`config.mk`:
```
export PLATFORM = sky130hd
export DESIGN_NAME = lpm_power_ctrl
export DESIGN_NICKNAME = d
export VERILOG_FILES = /design/src/core/lpm_pkg.sv /design/src/core/lpm_power_ctrl.sv
export VERILOG_INCLUDE_DIRS = /design/src /design/src/core
export SDC_FILE = /design/constraint.sdc
export NUM_CORES = 1
export LEC_CHECK = 0
export BUFFER_PORTS_ARGS = -buffer_cell sky130_fd_sc_hd__buf_4
export CORE_MARGIN = 5
export CORE_UTILIZATION = 45
export CTS_CLUSTER_DIAMETER = 150
export DETAILED_ROUTE_END_ITERATION = 10
export GPL_ROUTABILITY_DRIVEN = 0
export PLACE_DENSITY = 0.66
export SLEW_MARGIN = 20
export SYNTH_ARGS = -nofsm -noshare
export SYNTH_HDL_FRONTEND = slang
export SYNTH_SLANG_ARGS = --single-unit
```
`constraint.sdc`:
```
create_clock -name ref_clk -period 3.25 [get_ports ref_clk]
set_input_delay 0.1625 -clock ref_clk [delete_from_list [all_inputs] [get_ports ref_clk]]
set_output_delay 0.1625 -clock ref_clk [all_outputs]
set_load 0.1 [all_outputs]
```
`src/core/lpm_defs.svh`:
```
`ifndef LPM_DEFS_SVH
`define LPM_DEFS_SVH
`define LPM_NUM_BANKS       4
`define LPM_CLK_PERIOD_NS   10
`define LPM_XP_NS           20
`define LPM_XP_CYC          ((`LPM_XP_NS + `LPM_CLK_PERIOD_NS - 1) / `LPM_CLK_PERIOD_NS)
`define LPM_RESTART_CYC     1
`endif

```
`src/core/lpm_pkg.sv`:
```
package lpm_pkg;
   typedef enum logic [2:0] {
      LPM_IDLE,
      LPM_ACTIVE,
      LPM_PD_PRE,
      LPM_PD_ACT,
      LPM_DEEP_PD,
      LPM_EXIT_WAIT,
      LPM_UNINIT
   } lpm_state_e;
   typedef struct packed {
      logic cs_n;
      logic ras_n;
      logic cas_n;
      logic we_n;
   } lpm_cmd_s;
   typedef struct packed {
      logic       activate;
      logic       precharge;
      logic       precharge_all;
      logic [1:0] bank;
      logic       col_busy;
   } lpm_core_s;
endpackage

```
`src/core/lpm_power_ctrl.sv`:
```
// Function
// RQ1 - Host keeps pulse or exit latency times
// RQ2 - Idle banks give precharge, open gives active
// RQ3 - Host never drops clock enable mid access
// RQ4 - Deep power-down clears all array contents
// RQ5 - Host precharges and quiets bus first
// RQ6 - Decode deep power-down with clock enable low
// RQ7 - Host holds clock enable low throughout
// RQ8 - Exit deep power-down on raise with nop
// RQ9 - Host reinitializes after deep power-down exit
// RQ10 - Host changes frequency only within timing
// RQ11 - Host stops clock only when quiet
// RQ12 - Clock stop holds enable high, clock low
// RQ13 - After restart one nop before commands
// RQ14 - Enter power-down, gate buffers except enable
// RQ15 - Exit power-down on enable high with nop
`timescale 1ns/1ps
`include "lpm_defs.svh"
module lpm_power_ctrl #(
   parameter int XP_CYC = `LPM_XP_CYC
) (
   // Clock and reset
   input  wire logic               ref_clk,
   input  wire logic               rstn,
   // Pins from host
   input  wire logic               cke,
   input  wire lpm_pkg::lpm_cmd_s  cmd,
   // Core bank events
   input  wire lpm_pkg::lpm_core_s core,
   // Status
   output logic                    buffers_on,
   output logic                    array_powered,
   output logic                    array_clear,
   output logic                    cmd_accept,
   output lpm_pkg::lpm_state_e     state
);
   import lpm_pkg::*;
   logic                     cke_m_q, cke_q;
   lpm_cmd_s                 cmd_m_q, cmd_q;
   lpm_state_e               st_q, st_d;
   logic [`LPM_NUM_BANKS-1:0] open_q, open_d;
   logic [7:0]               xp_q, xp_d;
   logic                     cke_prev_q;
   logic                     clr_q;
   lpm_state_e               back_q;
   wire is_nop   = cmd_q.cs_n | (cmd_q.ras_n & cmd_q.cas_n & cmd_q.we_n);
   wire is_dpd   = ~cmd_q.cs_n & cmd_q.ras_n & cmd_q.cas_n & ~cmd_q.we_n;
   wire any_open = |open_d;
   wire cke_fall = cke_prev_q & ~cke_q;
   always_ff @(posedge ref_clk or negedge rstn) begin
      if (!rstn) begin
         cke_m_q <= 1'b0;
         cke_q   <= 1'b0;
         cmd_m_q <= '1;
         cmd_q   <= '1;
      end else begin
         cke_m_q <= cke;
         cke_q   <= cke_m_q;
         cmd_m_q <= cmd;
         cmd_q   <= cmd_m_q;
      end
   end
   // Per bank open row tracking
   genvar b;
   generate
      for (b = 0; b < `LPM_NUM_BANKS; b++) begin : g_bank
         always_comb begin
            open_d[b] = open_q[b];
            if (st_q == LPM_DEEP_PD)
               open_d[b] = 1'b0;
            else if (core.precharge_all || (core.precharge && core.bank == 2'(b)))
               open_d[b] = 1'b0;
            else if (core.activate && core.bank == 2'(b))
               open_d[b] = 1'b1;
         end
      end
   endgenerate
   always_comb begin
      st_d = st_q;
      xp_d = (xp_q != 8'h00) ? xp_q - 8'h01 : 8'h00;
      unique case (st_q)
         LPM_UNINIT, LPM_IDLE, LPM_ACTIVE: begin
            if (cke_fall && is_dpd && !any_open)
               st_d = LPM_DEEP_PD; // RQ6
            else if (cke_fall)
               st_d = any_open ? LPM_PD_ACT : LPM_PD_PRE; // RQ2 RQ14
            else if (st_q != LPM_UNINIT)
               st_d = any_open ? LPM_ACTIVE : LPM_IDLE;
         end
         LPM_PD_PRE, LPM_PD_ACT: begin
            if (cke_q && is_nop) begin
               st_d = LPM_EXIT_WAIT; // RQ15
               xp_d = 8'(XP_CYC);
            end
         end
         LPM_DEEP_PD: begin
            if (cke_q && is_nop)
               st_d = LPM_UNINIT; // RQ8
         end
         LPM_EXIT_WAIT: begin
            if (xp_q <= 8'h01)
               st_d = back_q;
         end
      endcase
   end
   always_ff @(posedge ref_clk or negedge rstn) begin
      if (!rstn) begin
         st_q       <= LPM_UNINIT;
         open_q     <= '0;
         xp_q       <= 8'h00;
         cke_prev_q <= 1'b0;
         clr_q      <= 1'b0;
         back_q     <= LPM_IDLE;
      end else begin
         st_q       <= st_d;
         open_q     <= open_d;
         xp_q       <= xp_d;
         cke_prev_q <= cke_q;
         clr_q      <= (st_d == LPM_DEEP_PD) && (st_q != LPM_DEEP_PD); // RQ4
         if (st_q == LPM_PD_ACT)
            back_q <= LPM_ACTIVE;
         else if (st_q == LPM_PD_PRE)
            back_q <= LPM_IDLE;
      end
   end
   assign state         = st_q;
   assign buffers_on    = !(st_q inside {LPM_PD_PRE, LPM_PD_ACT, LPM_DEEP_PD}); // RQ14
   assign array_powered = (st_q != LPM_DEEP_PD); // RQ4
   assign array_clear   = clr_q;
   assign cmd_accept    = (st_q inside {LPM_IDLE, LPM_ACTIVE, LPM_UNINIT});
   // Checks
   property p_pd_kind;
      @(posedge ref_clk) disable iff (!rstn)
      (st_q inside {LPM_UNINIT, LPM_IDLE, LPM_ACTIVE} && cke_fall && !(is_dpd && !any_open))
         |=> (st_q == (($past(any_open)) ? LPM_PD_ACT : LPM_PD_PRE));
   endproperty
   a_pd_kind: assert property (p_pd_kind) else $error("wrong power-down kind"); // RQ2
   property p_dpd_entry;
      @(posedge ref_clk) disable iff (!rstn)
      (st_q inside {LPM_UNINIT, LPM_IDLE, LPM_ACTIVE} && cke_fall && is_dpd && !any_open)
         |=> st_q == LPM_DEEP_PD;
   endproperty
   a_dpd_entry: assert property (p_dpd_entry) else $error("deep entry missed"); // RQ6
   property p_dpd_clear;
      @(posedge ref_clk) disable iff (!rstn)
      $rose(st_q == LPM_DEEP_PD) |-> array_clear && !array_powered && open_q == '0;
   endproperty
   a_dpd_clear: assert property (p_dpd_clear) else $error("array not cleared"); // RQ4
   property p_dpd_exit;
      @(posedge ref_clk) disable iff (!rstn)
      (st_q == LPM_DEEP_PD && cke_q && is_nop) |=> st_q == LPM_UNINIT;
   endproperty
   a_dpd_exit: assert property (p_dpd_exit) else $error("deep exit missed"); // RQ8
   property p_dpd_hold;
      @(posedge ref_clk) disable iff (!rstn)
      (st_q == LPM_DEEP_PD && !cke_q) |=> st_q == LPM_DEEP_PD;
   endproperty
   a_dpd_hold: assert property (p_dpd_hold) else $error("deep left early"); // RQ8
   property p_buf_off;
      @(posedge ref_clk) disable iff (!rstn)
      (st_q inside {LPM_PD_PRE, LPM_PD_ACT}) |-> !buffers_on && !cmd_accept;
   endproperty
   a_buf_off: assert property (p_buf_off) else $error("buffers on in power-down"); // RQ14
   property p_pd_exit;
      @(posedge ref_clk) disable iff (!rstn)
      (st_q inside {LPM_PD_PRE, LPM_PD_ACT} && cke_q && is_nop)
         |=> st_q == LPM_EXIT_WAIT ##[1:255] cmd_accept;
   endproperty
   a_pd_exit: assert property (p_pd_exit) else $error("power-down exit slow"); // RQ15
   // Cycles spent waiting out the exit latency, counted apart from the down counter
   logic [7:0]               wait_cnt_q;
   always_ff @(posedge ref_clk or negedge rstn) begin
      if (!rstn)
         wait_cnt_q <= 8'h00;
      else if (st_q == LPM_EXIT_WAIT)
         wait_cnt_q <= wait_cnt_q + 8'h01;
      else
         wait_cnt_q <= 8'h00;
   end
   property p_xp_wait;
      @(posedge ref_clk) disable iff (!rstn)
      (st_q == LPM_EXIT_WAIT && st_d != LPM_EXIT_WAIT) |-> wait_cnt_q == 8'(XP_CYC - 1);
   endproperty
   a_xp_wait: assert property (p_xp_wait) else $error("exit latency length wrong"); // RQ15
   property p_refuse_dpd;
      @(posedge ref_clk) disable iff (!rstn)
      (st_q inside {LPM_UNINIT, LPM_IDLE, LPM_ACTIVE} && cke_fall && is_dpd && any_open)
         |=> st_q == LPM_PD_ACT;
   endproperty
   a_refuse_dpd: assert property (p_refuse_dpd) else $error("deep entry with open row"); // RQ2
   property p_entry_off;
      @(posedge ref_clk) disable iff (!rstn)
      (st_q inside {LPM_UNINIT, LPM_IDLE, LPM_ACTIVE} && cke_fall) |=> !buffers_on && !cmd_accept;
   endproperty
   a_entry_off: assert property (p_entry_off) else $error("buffers on after entry"); // RQ14
   property p_clear_once;
      @(posedge ref_clk) disable iff (!rstn)
      array_clear |=> !array_clear;
   endproperty
   a_clear_once: assert property (p_clear_once) else $error("clear pulse too long"); // RQ4
   property p_open_lost;
      @(posedge ref_clk) disable iff (!rstn)
      (st_q == LPM_DEEP_PD) |=> open_q == '0;
   endproperty
   a_open_lost: assert property (p_open_lost) else $error("row kept in deep mode"); // RQ4
   property p_pd_stay;
      @(posedge ref_clk) disable iff (!rstn)
      (st_q inside {LPM_PD_PRE, LPM_PD_ACT} && !(cke_q && is_nop)) |=> $stable(st_q);
   endproperty
   a_pd_stay: assert property (p_pd_stay) else $error("power-down left early"); // RQ15
   property p_uninit_hold;
      @(posedge ref_clk) disable iff (!rstn)
      (st_q == LPM_UNINIT && !cke_fall) |=> st_q == LPM_UNINIT;
   endproperty
   a_uninit_hold: assert property (p_uninit_hold) else $error("left uninit early"); // RQ8
   property p_back_kind;
      @(posedge ref_clk) disable iff (!rstn)
      (st_q == LPM_EXIT_WAIT && st_d != LPM_EXIT_WAIT) |=> st_q inside {LPM_IDLE, LPM_ACTIVE};
   endproperty
   a_back_kind: assert property (p_back_kind) else $error("wrong state after exit"); // RQ15
   c_pd_act: cover property (@(posedge ref_clk) disable iff (!rstn) st_q == LPM_PD_ACT);
   c_pd_pre: cover property (@(posedge ref_clk) disable iff (!rstn) st_q == LPM_PD_PRE);
   c_dpd:    cover property (@(posedge ref_clk) disable iff (!rstn)
                             st_q == LPM_DEEP_PD ##[1:20] st_q == LPM_UNINIT);
   c_xp:     cover property (@(posedge ref_clk) disable iff (!rstn)
                             st_q == LPM_EXIT_WAIT ##1 st_q == LPM_ACTIVE);
endmodule

```
==> results by group, run 1 <==
Outcome
  – Outcome: finished, final reports clean

Worst setup path
  – Critical path fanouts, max: 9
  – Worst Path Required: 3.49 ns
  – CP max-delay cell: dfstp_2
  – Critical path class: flop to flop
  – Most frequent CP cell: inv_1
  – Slowest Stage Delay on Critical Path: 0.66 ns
  – Crit end category: flop
  – Arrival @ worst endpoint: 2.19 ns
  – Worst path cell trace: inv_1 -> ha_1 -> inv_1 -> nor2_1 -> a31oi_1 -> a32oi_2 -> and4bb_1
  – Startpoint class of the critical path: flop

Yosys
  – Mux share of post-synthesis cell area: 1.80%
  – Largest family of logic cells by synthesized area: simple AND/OR/NAND/NOR gates
  – Number of synthesized register bits: 28
  – Post-synthesis sequential area ratio: 51.2%
  – Prevailing post-synth register cell: dfrtp_1
  – Syn. warnings: 0
  – Syn_nets: 140
  – Post-Synth XOR/XNOR Area: 3.77%
  – Adder-cell share of the synthesized area: 4.49%
  – Compound-Gate Fraction of Synth Area: 16.7%
  – Yosys cell types: 43
  – FFs w/ async S/R, synth: 100%
  – Post-Syn Area per Cell: 11.4 um^2
  – Synthesized instance count: 122
  – Synth Area in Simple Gates: 19.0%
  – EDFF count, synth: 0
  – Mapped Area: 0.00139 mm^2

Detailed routing
  – Drc violations: 0
  – DR vias/cell: 5.38
  – Wirelength, routed: 2400 um
  – Post-DR wirelength/cell: 13.3 um
  – First DRT Iteration DRCs: 43
  – Drt pass-1 iters: 4
  – Via count: 973
  – Post-DRT Antenna Nets: 0

Placed design
  – HPWL after DPL: 1720 um
  – Worst slack, placed: 1.33 ns
  – Port buffer count: 18

STA
  – Post-route clock period utilization: 60.2%
  – Final Setup Violations: 0
  – Final Hold Viols: 0
  – RSZ-0062 raised after global routing: no
  – Worst setup skew after layout: 0.00771 ns
  – Slew HR: 78.1%
  – Setup_tns: 0 ns
  – Max Slew Vio Count: 0
  – Final setup margin: 1.29 ns
  – Worst-Margin Slew: 0.327 ns
  – Post-route minimum period: 1.96 ns
  – FMAX: 511 MHz

CTS
  – Htree depth: 1
  – Clock sink count: 28
  – Root buf cell: clkbuf_4
  – Clk_lat worst skew: 0.33 ns
  – TritonCTS clock tree: built
  – Clk pin slew, worst setup/hold paths: 0.15 ns
  – Cts bufs inserted: 3
  – Clock buffer depth: 2

Job
  – Max Cap Viol: 0

Power and ir drop
  – Leak pwr: 0.745 nW
  – VDD IR max: 0.384 mV
  – Pwr/cell area: 1010 mW/mm^2

Final layout
  – Ant. Diodes: 0
  – # nets final: 167
  – Area growth, synth to finish: 19.7%
  – Layout cell share with drive strength beyond 1: 31.1%
  – Number of fill cells in the layout: 260

GRT
  – GRT overflow: 0
  – Initial antenna violation count: 0
  – First-pass GRT wire length: 4310 um
  – Gr usage total: 12.9%
  – Vias in the first global route: 969
  – Largest net degree at the start of global routing: 29

Die
  – Die area: 0.00431 mm^2
  – Row cnt: 20
  – Top Ports: 20
  – Initial core utilization: 46.4%
  – Core ar.: 0.00300 mm^2
  – Die W: 65.6 um
  – Die H: 65.6 um

Hold path
  – Min-Delay Path Class: input pin to flop
-- cells in the final DEF, fill, tap and decap left out, drive strengths merged, types with 2 or more instances in the layout --
| master | synthesis | final |
|---|---|---|
| a21o | 2 | 2 |
| a21oi | 4 | 4 |
| a311oi | 2 | 2 |
| a31o | 2 | 2 |
| a31oi | 2 | 2 |
| a32oi | 2 | 2 |
| buf | 1 | 18 |
| clkbuf | 1 | 3 |
| dfrtp | 18 | 18 |
| dfstp | 10 | 10 |
| dlygate4sd3 | 0 | 6 |
| ha | 5 | 5 |
| inv | 7 | 7 |
| nand2 | 6 | 6 |
| nand2b | 2 | 2 |
| nor2 | 20 | 20 |
| nor2b | 3 | 3 |
| nor3 | 4 | 4 |
| nor3b | 2 | 2 |
| nor4 | 2 | 2 |
| o22ai | 2 | 2 |
| or2b | 2 | 2 |
| xnor2 | 4 | 4 |
| xor2 | 2 | 2 |
-- worst paths after layout --
check | endpoint | from | cells after the start | slack [ns]
max in group asynchronous | cmd_m_q[1] | rstn | 2 | 2.69
max reg2reg | array_clear | state[1] | 7 | 1.29
max | array_clear | state[1] | 7 | 1.29
min in group asynchronous | xp_q[6] | rstn | 2 | 0.26
min reg2reg | cmd_q[0] | cmd_m_q[0] | 0 | 0.36
min | open_q[1] | core[4] | 2 | 0.04
-- state kept, by name (all words and copies together) (netlist names) --
register     flops
xp_q             8
cmd_m_q          4
cmd_q            4
open_q           4
state            3
array_clear      1
back_q           1
cke_m_q          1
cke_prev_q       1
cke_q            1
-- critical path, delay by kind of cell (launching register included) --
family / cells / cell delay, ns
adder cells (fa/ha/maj): 1 / 0.36
flip-flops: 1 / 0.66
AO/OA/AOI/OAI: 2 / 0.29
buffers and inverters: 2 / 0.19
AND/OR/NAND/NOR: 2 / 0.35
-- synthesized netlist by cell type, types with 2 or more instances --
master | number | area share, %
inv_1 | 7 | 1.9
ha_1 | 5 | 4.5
a31o_2 | 2 | 1.3
o22ai_1 | 2 | 0.90
nand2_1 | 6 | 1.6
dfstp_2 | 10 | 19
xnor2_1 | 4 | 2.5
a21oi_1 | 4 | 1.4
nor3_1 | 4 | 1.4
a21o_1 | 2 | 1.1
nand2b_1 | 2 | 0.90
nor2b_1 | 3 | 1.3
dfrtp_1 | 18 | 32
nor2_1 | 20 | 5.4
a311oi_1 | 2 | 1.3
xor2_1 | 2 | 1.3
nor4_4 | 2 | 3.1
a31oi_1 | 2 | 0.90
-- layer usage --
| layer | track usage, % | vias up | share of wire [%] |
|---|---|---|---|
| met4 | 2.33 | 0 | 0.63 |
| met1 | 16.9 | 470 | 47 |
| met2 | 21.3 | 18 | 48 |
| met5 | 0 | - | 0 |
| li1 | - | 483 | - |
| met3 | 3.76 | 2 | 4.2 |
-- through the flow --
| step | cells | cell area, um^2 | utilization, % | hold slack, ns | power, mW |
|---|---|---|---|---|---|
| 3_5_place_dp | 171 | 1550 | 51.7 | 0.0967 | 1.45 |
| 4_1_cts | 181 | 1670 | 55.5 | 0.0299 | 1.69 |
| 5_1_grt | 181 | 1670 | 55.5 | 0.0386 | 1.80 |
| 6_report | 181 | 1670 | 55.5 | 0.0387 | 1.68 |
| 3_3_place_gp | 171 | 1550 | 51.7 | 0.0935 | 1.44 |
| 2_1_floorplan | 122 | 1390 | - | -0.133 | 1.27 |
-- logic make-up (layout without fill, tap and decap cells) --
family                     after synthesis  count (layout)
and+or+nand+nor                         45              45
DFF                                     28              28
muxes                                    2               2
AOI/OAI and AO/OA                       27              27
xor gates and xnor gates                 6               6
adders and majority gates                5               5
buffers and inverters                    9              35
-- where the power goes --
group / switching [mW] / leakage (nW) / total, mW / internal [mW]
Sequential: 0.108 / 0.334 / 0.555 / 0.447
Combinational: 0.609 / 0.384 / 0.896 / 0.287
Clock: 0.102 / 0.0279 / 0.227 / 0.125
-- repair_timing --
action,CTS,global route
endpoints found under the hold margin,23,0
resized for setup,0,0
setup buffers,0,0
hold buffers,6,0
-- cell type report --
type,count,area [um^2],share of cell area (%)
clock inverters,1,30.0,1.80
multi-input cells,85,638,38.3
inverters,7,26.3,1.58
clock buffers,3,22.5,1.35
repair buffers,24,195,11.7
flip-flops and latches,28,713,42.8
well taps,33,41.3,2.48
Note: power is estimated with default switching activity, not from simulation.
==> inputs of run 2 (changes only) <==
--- a/config.mk
+++ b/config.mk
@@ -6,13 +6,14 @@
 export SDC_FILE = /design/constraint.sdc
 export NUM_CORES = 1
 export LEC_CHECK = 0
+export ABC_AREA = 1
 export BUFFER_PORTS_ARGS = -buffer_cell sky130_fd_sc_hd__buf_4
 export CORE_MARGIN = 5
 export CORE_UTILIZATION = 45
 export CTS_CLUSTER_DIAMETER = 150
 export DETAILED_ROUTE_END_ITERATION = 10
 export GPL_ROUTABILITY_DRIVEN = 0
-export PLACE_DENSITY = 0.66
+export PLACE_DENSITY = 0.69
 export SLEW_MARGIN = 20
 export SYNTH_ARGS = -nofsm -noshare
 export SYNTH_HDL_FRONTEND = slang
==> constraint.sdc (replaced) <==
create_clock -name ref_clk -period 1.65 [get_ports ref_clk]
set_input_delay 0.0825 -clock ref_clk [delete_from_list [all_inputs] [get_ports ref_clk]]
set_output_delay 0.0825 -clock ref_clk [all_outputs]
set_load 0.1 [all_outputs]
==> run 2 against run 1 <==
  * The flow now finishes with violations (setup timing)
  * Via count grew 12%
  * Synthesized cell count grew 25%
  * Sequential power grew 84%
  * Flip-flop and latch count is the same
  * Routed wire length grew 11%
  * Critical path depth shrank 3
  * Clock power grew 25%
  * Cell count grew 20%
  * Worst hold slack gained 0.046 ns
  * Sequential share of layout area shrank 3.3 points
  * Power grew 99%
  * Global-route usage grew 0.85 points
  * Critical path type is now flop to output pin
  * Critical endpoint is now buffers_on
==> results by group, run 2 <==
Detailed routing
  – Drt pass-1 iters: 4 (unchanged)
  – First DRT Iteration DRCs: 29 (was 43)
  – Via count: 1088 (was 973)
  – Drc violations: 0 (unchanged)
  – Wirelength, routed: 2670 um (was 2400 um)
  – Post-DR wirelength/cell: 12.3 um (was 13.3 um)
  – Post-DRT Antenna Nets: 0 (unchanged)
  – DR vias/cell: 4.99 (was 5.38)

Outcome
  – Failing checks: setup timing
  – Outcome: finished with violations (was finished, final reports clean)

STA
  – Post-route clock period utilization: 100%
  – Worst-Margin Slew: 0.341 ns (was 0.327 ns)
  – FMAX: 605 MHz
  – Max Slew Vio Count: 0 (unchanged)
  – Final Setup Violations: 1 (was 0)
  – Worst setup skew after layout: 0.00731 ns (was 0.00771 ns)
  – Min Hold Slack: 0.0849 ns (was 0.0387 ns)
  – Final setup margin: -0.00374 ns (was 1.29 ns)
  – Post-route minimum period: 1.65 ns
  – RSZ-0062 raised after global routing: yes (was no)
  – Final Hold Viols: 0 (unchanged)
  – Setup_tns: -0.00374 ns (was 0 ns)
  – Slew HR: 77.3% (was 78.1%)

Yosys
  – FFs w/ async S/R, synth: 100% (unchanged)
  – Prevailing post-synth register cell: dfrtp_1 (unchanged)
  – Syn. warnings: 0 (unchanged)
  – Top cells by count, synth: nand2_1 (28), inv_1 (26), dfrtp_1 (18), nor2_1 (17), nand3_1 (13) (was nor2_1 (20), dfrtp_1 (18), dfstp_2 (10), inv_1 (7), nand2_1 (6))
  – Most frequent cell after synthesis: nand2_1 (was nor2_1)
  – Synthesized instance count: 152 (was 122)
  – EDFF count, synth: 0 (unchanged)
  – Number of synthesized register bits: 28 (unchanged)
  – Yosys cell types: 23 (was 43)
  – Largest cells by area after synthesis: dfrtp_1 (33%), dfstp_2 (19%), nand2_1 (7.8%) (was dfrtp_1 (32%), dfstp_2 (19%), nor2_1 (5.4%))
  – Post-synthesis sequential area ratio: 52.8% (was 51.2%)
  – Post-Syn Area per Cell: 8.89 um^2 (was 11.4 um^2)
  – Yosys top cell by area: dfrtp_1 (unchanged)
  – Syn_nets: 170 (was 140)
  – Mapped Area: 0.00135 mm^2 (was 0.00139 mm^2)
  – Post-synth top area share: 33.3% (was 32.3%)

CTS
  – Clock buffer depth: 2 (unchanged)
  – Clock sink count: 28 (unchanged)
  – Cts bufs inserted: 3 (unchanged)
  – Clk pin slew, worst setup/hold paths: 0.14 ns (was 0.15 ns)
  – TritonCTS clock tree: built (unchanged)
  – Root buf cell: clkbuf_4 (unchanged)
  – Htree depth: 1 (unchanged)
  – Clk_lat worst skew: 0.33 ns (about the same)

Final layout
  – Most frequent cells in the layout: nand2_1 (25), inv_1 (23), buf_4 (21) (was nor2_1 (20), dfrtp_1 (18), buf_4 (18))
  – Commonest non-fill, non-tap cell in the layout: nand2_1 (was nor2_1)
  – Number of fill cells in the layout: 218 (was 260)
  – Area growth, synth to finish: 35.2% (was 19.7%)
  – Layout cell share with drive strength beyond 1: 36.9% (was 31.1%)
  – # nets final: 206 (was 167)
  – Ant. Diodes: 0 (unchanged)
  – Reg with most FFs: xp_q (unchanged)
  – Post-Layout Inst Area: 0.00183 mm^2 (was 0.00167 mm^2)
  – Largest register FFs: 8 (unchanged)

GRT
  – Vias in the first global route: 1076 (was 969)
  – First-pass GRT wire length: 4510 um (was 4310 um)
  – Largest net degree at the start of global routing: 29 (unchanged)
  – GRT overflow: 0 (unchanged)
  – Initial antenna violation count: 0 (unchanged)
  – Gr usage total: 13.8% (was 12.9%)

Die
  – Die area: 0.00420 mm^2 (was 0.00431 mm^2)
  – Die H: 64.8 um (was 65.6 um)
  – Initial core utilization: 47.8% (was 46.4%)
  – Core ar.: 0.00283 mm^2 (was 0.00300 mm^2)
  – Top Ports: 20 (unchanged)
  – Row cnt: 19 (was 20)
  – Die W: 64.8 um (was 65.6 um)

Hold path
  – Min-Delay Path Class: input pin to flop (unchanged)

Worst setup path
  – Worst path bufs/invs: 2 (unchanged)
  – Critical path fanouts, max: 6 (was 9)
  – Slowest Stage Delay on Critical Path: 0.66 ns (about the same)
  – Kind of cell adding the most delay to the critical path: flip-flops (unchanged)
  – Arrival @ worst endpoint: 1.57 ns (was 2.19 ns)
  – Worst path cell trace: inv_2 -> ha_4 -> nor2_4 -> buf_12 (was inv_1 -> ha_1 -> inv_1 -> nor2_1 -> a31oi_1 -> a32oi_2 -> and4bb_1)
  – CP max-delay cell: dfstp_4 (was dfstp_2)
  – Crit end category: output pin (was flop)
  – Startpoint class of the critical path: flop (unchanged)
  – Worst Path Required: 1.57 ns (was 3.49 ns)
  – Critical path class: flop to output pin (was flop to flop)

Placed design
  – Port buffer count: 18 (unchanged)
  – Worst slack, placed: 0.0120 ns (was 1.33 ns)
  – Placed standard-cell area: 0.00158 mm^2 (was 0.00155 mm^2)
  – HPWL after DPL: 1880 um (was 1720 um)

Power and ir drop
  – VDD IR max: 1.06 mV (was 0.384 mV)
  – Leak pwr: 0.880 nW (was 0.745 nW)
  – Pwr/cell area: 1830 mW/mm^2 (was 1010 mW/mm^2)

Job
  – Max Cap Viol: 0 (unchanged)
[run 2: layer usage]
metal	GRT usage, %	part of all wire [%]	vias up	wire length (um)
li1	-	-	548	-
met1	15.2	41	519	1100
met2	25.5	53	17	1420
met3	2.25	3.9	4	104
met4	6.33	1.5	0	41
met5	0	0	-	0
[run 2: cell families after synthesis]
kind of cell	after synthesis	synth area share [%]
simple gates	78	27.8
flops	28	52.8
buf+inv	27	7.50
compound gates	9	4.07
xor+xnor	5	3.24
fa+ha+maj	5	4.63
[run 2: final timing paths]
kind | startpoint | end | slack, ns | cells past startpoint
worst max register to register | state[2] | array_clear | 0.04 | 11
worst max-delay path | state[2] | buffers_on | -0.004 | 4
min in group asynchronous | rstn | open_q[3] | 0.18 | 2
worst min-delay path | core[5] | open_q[0] | 0.08 | 3
max in group asynchronous | rstn | cmd_q[0] | 1.17 | 2
worst min register to register | cmd_m_q[1] | cmd_q[1] | 0.37 | 0
[run 2: worst min-delay path: cells and delay by family]
family                 cells  cell delay (ns)
AO/OA/AOI/OAI              1             0.07
buffers and inverters      1             0.11
AND/OR/NAND/NOR            1             0.12
[run 2: layout make-up]
class                      instances  area [um^2]  share of cell area, %
sequential                        28          722                   39.5
clock inverter                     1         3.75                  0.205
inverter                          27          101                   5.55
timing repair buffer              31          289                   15.8
multi-input combinational         97          649                   35.5
clock buffer                       3         22.5                   1.23
tap                               31         38.8                   2.12
[run 2: through the flow]
stage	power (mW)	utilization, %	cells
after floorplan	2.36	-	152
after global placement	2.66	55.9	202
after CTS	3.14	60.2	213
after detailed placement	2.72	55.9	202
after global routing	3.58	64.6	218
final	3.34	64.6	218
[run 2: timing repair]
| action | CTS | global route |
|---|---|---|
| endpoints found under the setup margin | 3 | 3 |
| gates cloned | 0 | 0 |
| setup buffers | 1 | 5 |
| resized for setup | 8 | 13 |
| endpoints found under the hold margin | 33 | 0 |
| pin swaps | 0 | 9 |
| hold buffers | 6 | 0 |
[run 2: power by group]
group	internal [mW]	leakage [nW]	total, mW	switching (mW)
Sequential	0.888	0.333	1.02	0.131
Clock	0.0889	0.0154	0.284	0.195
Combinational	0.734	0.532	2.04	1.31
